File: src/idu_pkg.sv
// Purpose: Shared constants and types for the integer divide unit
// Assumes: One processor clock, synchronous active-low reset
// Notes: Opcode and field values as decoded by the issue stage
package idu_pkg;
    localparam int unsigned IDU_XLEN = 64;
    localparam int unsigned IDU_WLEN = 32;
    localparam logic [5:0] IDU_PRIMARY_OP = 6'h1f;
    localparam logic [8:0] IDU_XO_DIVD = 9'h1e9;   // 489
    localparam logic [8:0] IDU_XO_DIVDU = 9'h1c9;  // 457
    localparam logic [8:0] IDU_XO_DIVS = 9'h16b;   // 363
    localparam logic [8:0] IDU_XO_DIVX = 9'h14b;   // 331
    localparam logic [6:0] IDU_CNT_LONG = 7'h40;
    localparam logic [6:0] IDU_CNT_SHORT = 7'h20;
    localparam logic [6:0] IDU_CNT_EXT = 7'h40;

    typedef enum logic [1:0] {IDU_OP_DIVD, IDU_OP_DIVDU, IDU_OP_DIVS, IDU_OP_DIVX} idu_op_e;

    // Instruction request from decode
    typedef struct packed {
        logic [5:0] primaryOp;
        logic [8:0] extOp;
        logic overflowEnable;
        logic recordBit;
        logic [63:0] firstSource;
        logic [63:0] secondSource;
        logic [63:0] quotExt;
    } idu_req_s;

    // Result bundle written back together
    typedef struct packed {
        logic [63:0] target;
        logic wrQuotExt;
        logic [63:0] quotExt;
        logic updXer;
        logic stickyOverflow;
        logic arithExcess;
        logic updCr0;
        logic belowZero;
        logic aboveZero;
        logic zeroResult;
        logic crSticky;
        logic illegal;
    } idu_rsp_s;
endpackage

File: src/idu_divcore.sv
`timescale 1ns/1ps
// Purpose: Unsigned restoring divider, one quotient bit per cycle
// Assumes: Operands held stable by the caller only at start
// Notes: Dividend sits in the top bits; count gives the number of steps
module idu_divcore (
    // Clock and reset
    input wire logic ref_clk,
    input wire logic rst_n,
    // Control
    input wire logic start,
    input wire logic [6:0] bitCount,
    input wire logic [127:0] dividend,
    input wire logic [63:0] divisor,
    // Results
    output logic busy,
    output logic done,
    output logic [127:0] quotient,
    output logic [64:0] remainder
);
    import idu_pkg::*;

    typedef struct packed {
        logic busy;
        logic done;
        logic [6:0] cnt;
        logic [127:0] quo;
        logic [64:0] rem;
        logic [63:0] dsr;
    } idu_core_s;

    idu_core_s state_q, state_d;
    logic [64:0] trial;

    // One shift-subtract step per cycle
    always_comb begin
        state_d = state_q;
        state_d.done = 1'b0;
        trial = '0;
        if (start) begin
            state_d.busy = 1'b1;
            state_d.cnt = bitCount;
            state_d.quo = dividend;
            state_d.rem = '0;
            state_d.dsr = divisor;
        end else if (state_q.busy) begin
            trial = {state_q.rem[63:0], state_q.quo[127]};
            state_d.quo = {state_q.quo[126:0], 1'b0};
            if (trial >= {1'b0, state_q.dsr}) begin
                state_d.rem = trial - {1'b0, state_q.dsr};
                state_d.quo[0] = 1'b1;
            end else begin
                state_d.rem = trial;
            end
            state_d.cnt = state_q.cnt - 7'h01;
            if (state_q.cnt == 7'h01) begin
                state_d.busy = 1'b0;
                state_d.done = 1'b1;
            end
        end
    end

    // State register
    always_ff @(posedge ref_clk) begin
        if (!rst_n) begin
            state_q <= '0;
        end else begin
            state_q <= state_d;
        end
    end

    assign busy = state_q.busy;
    assign done = state_q.done;
    assign quotient = state_q.quo;
    assign remainder = state_q.rem;
endmodule

File: src/idu_divide_unit.sv
`timescale 1ns/1ps
// Purpose: Integer divide unit for long, unsigned, short and extended divides
// Assumes: Decode holds req stable only in the issue cycle; one op in flight
// Notes: Results, extension and flags appear together on a one-cycle valid
module idu_divide_unit (
    // Clock and reset
    input wire logic ref_clk,
    input wire logic rst_n,
    // Configuration
    input wire logic is64BitImpl,
    // Issue
    input wire logic reqValid,
    input wire idu_pkg::idu_req_s req,
    output logic reqReady,
    // Writeback
    output logic rspValid,
    output idu_pkg::idu_rsp_s rsp
);
    import idu_pkg::*;

    typedef enum logic [1:0] {IDU_IDLE, IDU_RUN, IDU_WAIT, IDU_FINISH} idu_state_e;

    typedef struct packed {
        idu_state_e fsm;
        idu_op_e op;
        logic oe;
        logic rc;
        logic negQuo;
        logic negRem;
        logic special;
        logic startCore;
        logic [127:0] dividend;
        logic [63:0] divisor;
        logic [6:0] count;
        logic ready;
        logic rspValid;
        idu_rsp_s rsp;
        idu_rsp_s work;
    } idu_top_s;

    idu_top_s state_q, state_d;
    logic coreBusy;
    logic coreDone;
    logic [127:0] coreQuo;
    logic [64:0] coreRem;
    logic [63:0] q64;
    logic [63:0] r64;
    logic ovf;
    logic [63:0] magA;
    logic [63:0] magB;
    logic [63:0] wA;
    logic [63:0] wB;
    logic [127:0] extDividend;

    // Two's complement magnitude, used on every signed operand and result
    function automatic logic [63:0] idu_abs(input logic [63:0] v, input logic neg);
        idu_abs = neg ? (~v + 64'h1) : v;
    endfunction

    // Sign compare of a result against zero
    function automatic logic [2:0] idu_cmp(input logic [63:0] v);
        idu_cmp = {v[63], (!v[63]) && (v != 64'h0), v == 64'h0};
    endfunction

    idu_divcore u_core (
        .ref_clk(ref_clk),
        .rst_n(rst_n),
        .start(state_q.startCore),
        .bitCount(state_q.count),
        .dividend(state_q.dividend),
        .divisor(state_q.divisor),
        .busy(coreBusy),
        .done(coreDone),
        .quotient(coreQuo),
        .remainder(coreRem)
    );

    // Sign-extended word operands and extended dividend
    always_comb begin
        wA = {{32{req.firstSource[31]}}, req.firstSource[31:0]};
        wB = {{32{req.secondSource[31]}}, req.secondSource[31:0]};
        extDividend = {{64{req.firstSource[31]}}, req.firstSource[31:0], req.quotExt[31:0]};
        magA = idu_abs(wA, wA[63]);
        magB = idu_abs(wB, wB[63]);
    end

    // Sign fix-up of the unsigned core results
    always_comb begin
        q64 = idu_abs(coreQuo[63:0], state_q.negQuo);
        r64 = idu_abs(coreRem[63:0], state_q.negRem);
        ovf = 1'b0;
        if (state_q.op == IDU_OP_DIVS || state_q.op == IDU_OP_DIVX) begin
            // Word quotient must fit 32 signed bits
            ovf = (q64[63:31] != {33{q64[31]}});
            if (coreQuo[127:64] != 64'h0) begin
                ovf = 1'b1;
            end
        end
        if (q64 == 64'h0) begin
            r64 = idu_abs(coreRem[63:0], 1'b0) == 64'h0 ? 64'h0 : r64;
        end
    end

    // Issue, sequencing and writeback
    always_comb begin
        state_d = state_q;
        state_d.startCore = 1'b0;
        state_d.rspValid = 1'b0;
        case (state_q.fsm)
            IDU_IDLE: begin
                state_d.ready = 1'b1;
                if (reqValid && state_q.ready) begin
                    state_d.ready = 1'b0;
                    state_d.oe = req.overflowEnable;
                    state_d.rc = req.recordBit;
                    state_d.work = '0;
                    state_d.special = 1'b0;
                    state_d.fsm = IDU_RUN;
                    if (req.primaryOp != IDU_PRIMARY_OP) begin
                        state_d.work.illegal = 1'b1;
                        state_d.fsm = IDU_FINISH;
                    end else begin
                        case (req.extOp)
                            IDU_XO_DIVD: begin
                                state_d.op = IDU_OP_DIVD;
                                state_d.negQuo = req.firstSource[63] ^ req.secondSource[63];
                                state_d.negRem = req.firstSource[63];
                                // Magnitude in the top bits, the core shifts MSB first
                                state_d.dividend = {idu_abs(req.firstSource, req.firstSource[63]), 64'h0};
                                state_d.divisor = idu_abs(req.secondSource, req.secondSource[63]);
                                state_d.count = IDU_CNT_LONG;
                                // Most negative over minus one, or zero divisor
                                state_d.special = (req.secondSource == 64'h0) ||
                                    (req.firstSource == {1'b1, 63'h0} && req.secondSource == '1);
                            end
                            IDU_XO_DIVDU: begin
                                state_d.op = IDU_OP_DIVDU;
                                state_d.negQuo = 1'b0;
                                state_d.negRem = 1'b0;
                                state_d.dividend = {req.firstSource, 64'h0};
                                state_d.divisor = req.secondSource;
                                state_d.count = IDU_CNT_LONG;
                                state_d.special = (req.secondSource == 64'h0);
                            end
                            IDU_XO_DIVS: begin
                                state_d.op = IDU_OP_DIVS;
                                state_d.negQuo = wA[63] ^ wB[63];
                                state_d.negRem = wA[63];
                                state_d.dividend = {magA[31:0], 96'h0};
                                state_d.divisor = magB;
                                state_d.count = IDU_CNT_SHORT;
                                state_d.special = (wB == 64'h0);
                            end
                            IDU_XO_DIVX: begin
                                state_d.op = IDU_OP_DIVX;
                                state_d.negQuo = extDividend[63] ^ wB[63];
                                state_d.negRem = extDividend[63];
                                state_d.dividend = {idu_abs(extDividend[63:0], extDividend[63]), 64'h0};
                                state_d.divisor = magB;
                                state_d.count = IDU_CNT_EXT;
                                state_d.special = (wB == 64'h0);
                            end
                            default: begin
                                state_d.work.illegal = 1'b1;
                                state_d.fsm = IDU_FINISH;
                            end
                        endcase
                        // Long divides exist only on 64-bit parts
                        if ((req.extOp == IDU_XO_DIVD || req.extOp == IDU_XO_DIVDU) && !is64BitImpl) begin
                            state_d.work.illegal = 1'b1;
                            state_d.fsm = IDU_FINISH;
                        end
                    end
                end
            end
            IDU_RUN: begin
                state_d.startCore = 1'b1;
                state_d.fsm = IDU_WAIT;
            end
            IDU_WAIT: begin
                if (coreDone) begin
                    // Results gather in the work copy; the output moves only at finish
                    state_d.work.target = q64;
                    state_d.work.quotExt = r64;
                    state_d.work.wrQuotExt = (state_q.op == IDU_OP_DIVS) || (state_q.op == IDU_OP_DIVX);
                    state_d.work.arithExcess = state_q.special || ovf;
                    if ((state_q.op == IDU_OP_DIVS || state_q.op == IDU_OP_DIVX) &&
                        !state_q.special && q64 == 64'h80000000) begin
                        // Minus two to the 31st over minus one
                        state_d.work.target = {{32{1'b1}}, 32'h80000000};
                        state_d.work.quotExt = 64'h0;
                    end
                    if (state_q.special) begin
                        state_d.work.target = 64'h0;
                        state_d.work.quotExt = 64'h0;
                    end
                    state_d.fsm = IDU_FINISH;
                end
            end
            IDU_FINISH: begin
                // Sticky flag and copy follow excess; carry never touched
                state_d.rsp = state_q.work;
                state_d.rsp.updXer = state_q.oe && !state_q.work.illegal;
                state_d.rsp.stickyOverflow = state_q.work.arithExcess;
                state_d.rsp.updCr0 = state_q.rc && !state_q.work.illegal;
                {state_d.rsp.belowZero, state_d.rsp.aboveZero, state_d.rsp.zeroResult} =
                    idu_cmp(state_q.work.target);
                state_d.rsp.crSticky = state_q.work.arithExcess;
                state_d.rspValid = 1'b1;
                state_d.fsm = IDU_IDLE;
            end
            default: begin
                state_d.fsm = IDU_IDLE;
            end
        endcase
    end

    // State register
    always_ff @(posedge ref_clk) begin
        if (!rst_n) begin
            state_q <= '0;
        end else begin
            state_q <= state_d;
        end
    end

    assign reqReady = state_q.ready;
    assign rspValid = state_q.rspValid;
    assign rsp = state_q.rsp;
endmodule

File: config.mk
export PLATFORM = sky130hd
export DESIGN_NAME = idu_divide_unit
export DESIGN_NICKNAME = d
export VERILOG_FILES = /design/src/idu_pkg.sv /design/src/idu_divcore.sv /design/src/idu_divide_unit.sv
export SDC_FILE = /design/constraint.sdc
export NUM_CORES = 2
export LEC_CHECK = 0
export BUFFER_PORTS_ARGS = -buffer_cell sky130_fd_sc_hd__buf_4
export CAP_MARGIN = 20
export CORE_MARGIN = 2
export CORE_UTILIZATION = 65
export DETAILED_ROUTE_END_ITERATION = 16
export GPL_TIMING_DRIVEN = 0
export PLACE_DENSITY = 0.86
export REMOVE_ABC_BUFFERS = 1
export SYNTH_ARGS = -nofsm -noshare
export SYNTH_HDL_FRONTEND = slang
export SYNTH_HIERARCHICAL = 1
export SYNTH_SLANG_ARGS = --single-unit
File: constraint.sdc
create_clock -name ref_clk -period 8 [get_ports ref_clk]
set_clock_uncertainty 0.2 [all_clocks]
set_input_delay 2.4 -clock ref_clk [delete_from_list [all_inputs] [get_ports ref_clk]]
set_output_delay 2.4 -clock ref_clk [all_outputs]
set_load 0.03 [all_outputs]
**Word level (Yosys, flattened, before mapping)**

Cells that the tools add are included.

- Add/sub/neg operators: 9
- Magnitude comparators: 1
- Equality and inequality tests: 17
- Multiplexer cells: 43
- Bitwise operators: 12
- Reduce and logical (&&, ||, !) cells: 37

Operators with widths:

| cell | number |
|---|---|
| 199-bit case mux with 4 select lines | 1 |
| 64-bit two-way mux | 12 |
| 64-bit by 1-bit adder with 64-bit output (second input constant) | 6 |
| 64-bit NOT | 6 |
| 64-bit zero test | 5 |
| 129-bit case mux with 2 select lines | 1 |
| 202-bit two-way mux | 1 |
| 200-bit two-way mux | 1 |
| 139-bit two-way mux | 1 |
| 138-bit two-way mux | 1 |
| 129-bit two-way mux | 1 |
| 64-bit equality test (second input constant) | 2 |
| 64-bit nonzero test | 2 |
| 65-bit by 64-bit >= comparator with 1-bit output | 1 |
| 65-bit two-way mux | 1 |
| 65-bit by 64-bit subtractor with 65-bit output | 1 |
| 64-bit by 32-bit equality test with 1-bit output (second input constant) | 1 |
| 9-bit equality test (second input constant) | 4 |
| 32-bit by 1-bit adder with 32-bit output (second input constant) | 1 |
| 32-bit two-way mux | 1 |
| 32-bit inequality test | 1 |
| 32-bit NOT | 1 |
| 2-bit case mux with 4 select lines | 2 |
| 2-bit two-way mux | 6 |
| 27 further kinds | 59 |

- Bits in registers: 744
- Bits of input ports: 213
- Output and inout port bits: 140
- Word-level logic and storage cells: 153

**Logic depth before layout (Yosys ltp)**

- Word-level depth: 9
- Gate-level depth with buffers: 15
- Mapped depth without buffers: 13

**Hierarchy**

Netlist, hierarchy kept.

Modules (own cells, without submodules):

| module | times used | cells an instance | area an instance (um2) | sequential area each (um2) |
|---|---|---|---|---|
| idu_divide_unit | 1 | 3,131 | 24,736.2 | 8,147.8 |
| idu_divcore | 1 | 2,224 | 17,644.4 | 5,325.1 |

**Worst setup path before layout**

OpenSTA, ideal clock, no wires.

- Kind: input -> register
- From: input req[91] (netlist bit)
- To: register state_q[345] (netlist bit)
- Library setup time: 0.132 ns
- Arrival: 5.612 ns
- Data required time: 7.668 ns
- Slack: 2.056 ns
- Stages: 11
- Path buffers: 1
- Cells stage by stage: or4_1 or4_1 or4_1 clkbuf_1 or4_1 or4_1 nor2_1 nor3_1 a21o_1 a221oi_1 nor3_1

- Cells in the longest elaborated chain, start to end: 4
- Elaborated cells between the ends (all ways): 7
- Classes of those cells: add/sub (2); mux (3); bitwise (2)

RTL lines:

| what | RTL line | source |
|---|---|---|
| from (decl) | idu_divide_unit.sv:13 | `input wire idu_pkg::idu_req_s req,` |
| 64-bit NOT | idu_divide_unit.sv:57 | `idu_abs = neg ? (~v + 64'h1) : v;` |
| 64-bit by 1-bit adder with 64-bit output | idu_divide_unit.sv:57 |  |
| 64-bit two-way mux | idu_divide_unit.sv:57 |  |
| 199-bit case mux with 4 select lines * | idu_divide_unit.sv:123 | `case (req.extOp)` |
| to (signal assigned) | idu_divide_unit.sv:223 | `state_q <= state_d;` |
| to (decl) | idu_divide_unit.sv:41 | `idu_top_s state_q, state_d;` |

Mark *: on every way between the ends. The rest lies on a longest branch, timed or not. The select of a mux whose other input is x is not followed.
A chain may end at the register's enable or synchronous reset.

**Worst setup path in the final report**

- From: input req[128] (netlist bit)
- To: register state_q[469] (netlist bit)

- Cells in the longest elaborated chain, start to end: 4
- Elaborated cells between the ends (all ways): 10
- Classes of those cells: add/sub (3); mux (4); bitwise (3)

RTL lines:

| what | RTL line |
|---|---|
| 64-bit NOT or 32-bit NOT (tied branches) | idu_divide_unit.sv:57 |
| 64-bit by 1-bit adder with 64-bit output or 32-bit by 1-bit adder with 32-bit output (tied branches) | idu_divide_unit.sv:57 |
| 64-bit two-way mux or 32-bit two-way mux (tied branches) | idu_divide_unit.sv:57 |
| 199-bit case mux with 4 select lines * | idu_divide_unit.sv:123 |

Marks and branches as above.

==> reports/metrics.yaml <==
setup_path:
  critical-path-top-delay-family: "simple AND/OR/NAND/NOR gates"
  crit_slowest_cell: "nor4_1"
  path_buf_inv: 2
  cp-start-kind: "input pin"
  startpoint: "req[128]"
  crit_chain: "buf_4 > inv_1 > ha_1 > or3b_1 > nor4_1 > nand4b_1 > nor3_1 > nand4_1 > or4_1 > o21ai_0 > nor3_1 > a211oi_1 > a21oi_1"
  cp.required_ns: 8.30
  end_kind: "flip-flop"
  crit_top_cell: "nor3_1"
  arrival_ns: 6.78
  reg2reg_depth: 10
  crit_type: "in2reg"
  cp_max_fo: 7
  r2r_start: "u_core/remainder[3]$_SDFFE_PP0P_"
  cp.depth: 13
  slowest_delay_ns: 0.75
timing:
  clock.fmax_mhz: 154
  rsz0062_at_grt: "false"
  tightest_slew_ns: 1.11
  finalHoldViolations: 0
  slew_headroom_pct: 26.0
  period_needed_ns: 6.48
  worst_hold_slack_ns: 0.253
  slew_violations: 0
  setup_violations: 0
  finalCritPeriodShare_pct: 81.0
  fin_ws_ns: 1.52
grt:
  grt_pass1_wl_um: 196000
  grt_max_degree: 167
  grt_overflow_total: 0
  grt_use_total_pct: 35.9
  grt_pass1_vias: 35700
  antenna_found_initial: 16
floorplanning:
  core-area_sq_um: 64300
  dieArea_sq_um: 67100
  start_util_pct: 65.7
  die_h_um: 259
  dieWidth_um: 259
  io_pins: 353
  row_count: 93
pwr:
  power_frac_seq_pct: 26.8
  comb_power_share_pct: 48.5
  p_int_uw: 7900
  power.density_nw_per_um2: 308
  power.total_uw: 14000
  leakagePower_uw: 0.0168
  clockPowerShare_pct: 24.7
  p_sw_uw: 6080
  switching_share_pct: 43.5
  ir_drop_uv: 601
placed_design:
  gp_congestion: 1.01
  dp_hpwl_um: 89900
  io_buffer_count: 320
  placedCellCount: 5932
  post-place-ws_ns: 1.14
logic_synthesis:
  yosys_warnings: 6
  avgSynthCellArea_sq_um: 7.91
  synth_area_sq_um: 42300
  syn_inst: 5342
clock_network:
  cts.repair.resized: 0
  cts-htree-levels: 3
  clock-sinks: 672
  cts.clk_slew.worst_paths_ns: 0.06
  clock_latency_ns: 0.63
  root_buffer: "clkbuf_16"
  numCtsBuffers: 72
  cts_tree: "done"
  clk_path_buf_depth: 3
  cts_hold_buf: 0
  cts_setup_buffers: 0
cells_and_area:
  multiInputGateArea_sq_um: 24700
  area_growth_pct: 7.48
  seqCellArea_sq_um: 13500
  fill_cells: 5151
  drive_gt1_share_pct: 11.4
  stdcell_count: 6075
  nets: 5445
flow_run:
  cap_viol_max_count: 0
routing:
  drtIter0Drc: 4346
  drt-pass1-iter-count: 7
  route.detailed.drc: 0
  routed_wl_um: 125000
  vias_per_cell: 6.34
  antenna_left: 0
  wire_per_inst_um: 20.6
  num_vias: 38500
run_status:
  status: "complete, no violations"
worst_hold_path:
  worstHoldPathCells: 2
  hold_class: "reg2reg"
  hold_path_startpoint: "state_q[415]$_SDFFE_PN0P_"
-- state kept, by name, summed over array words and instances (netlist names) --
name and flops:
reqReady 1, rsp 135, rspValid 1, state_q 270
u_core/busy 1, u_core/done 1, u_core/quotient 128, u_core/remainder 64
u_core/state_q 71
-- power by group through the flow --
stage	Sequential [uW]	Combinational [uW]	Clock (uW)
after floorplan	3820	4670	0
after global placement	3920	5890	0
after detailed placement	3810	6540	0
after CTS	3740	6590	3480
after global routing	3770	7310	3610
final	3750	6780	3450
-- path summary, 6_finish.rpt --
path	endpoint	slack, ns
setup / recovery	state_q[469]$_SDFFE_PN0P_	1.52
hold / removal	state_q[415]$_SDFFE_PN0P_	0.25
setup reg to reg	state_q[21]$_SDFFE_PN0P_	2.47
hold reg to reg	state_q[415]$_SDFFE_PN0P_	0.25
-- layout by cell type, fill, tap and decap left out, drive strengths merged, types with 106 or more instances in the layout --
cell type  instances
inv              129
dfxtp            672
nand2            547
xnor2            216
and2             145
nor2             443
mux2i            333
o21ai            497
a21oi            290
buf              369
xor2             106
-- worst reg2reg max path: cells and delay by family, from the launching register on --
| family | cells | cell delay, ns |
|---|---|---|
| buffers and inverters | 1 | 0.37 |
| flip-flops | 1 | 0.40 |
| AND/OR/NAND/NOR | 7 | 3.70 |
| AO/OA/AOI/OAI | 2 | 0.74 |
-- area by class of cell --
class / count / area share [%]
timing repair buffer: 370 / 7.18
inverter: 126 / 1.06
clock inverter: 28 / 0.779
tap: 855 / 2.35
sequential: 672 / 29.6
multi-input combinational: 3910 / 54.3
clock buffer: 99 / 4.61
antenna: 15 / 0.0826
-- stage by stage --
stage	setup TNS [ns]	cell area (sq um)	utilization, %
after floorplan	-1145.81	38500	-
after global placement	-3585.72	42000	65.3
after detailed placement	0	43000	66.7
after CTS	0	45400	70.6
after global routing	0	45400	70.6
final	0	45400	70.6
-- per-layer routing --
| layer | share of wire [%] | track usage (%) |
|---|---|---|
| met1 | 42 | 48.4 |
| met2 | 45 | 56.8 |
| met3 | 9.3 | 6.17 |
| met4 | 4.0 | 14.8 |
| met5 | 0.034 | 0 |
Power figures use the tool's default switching activity.
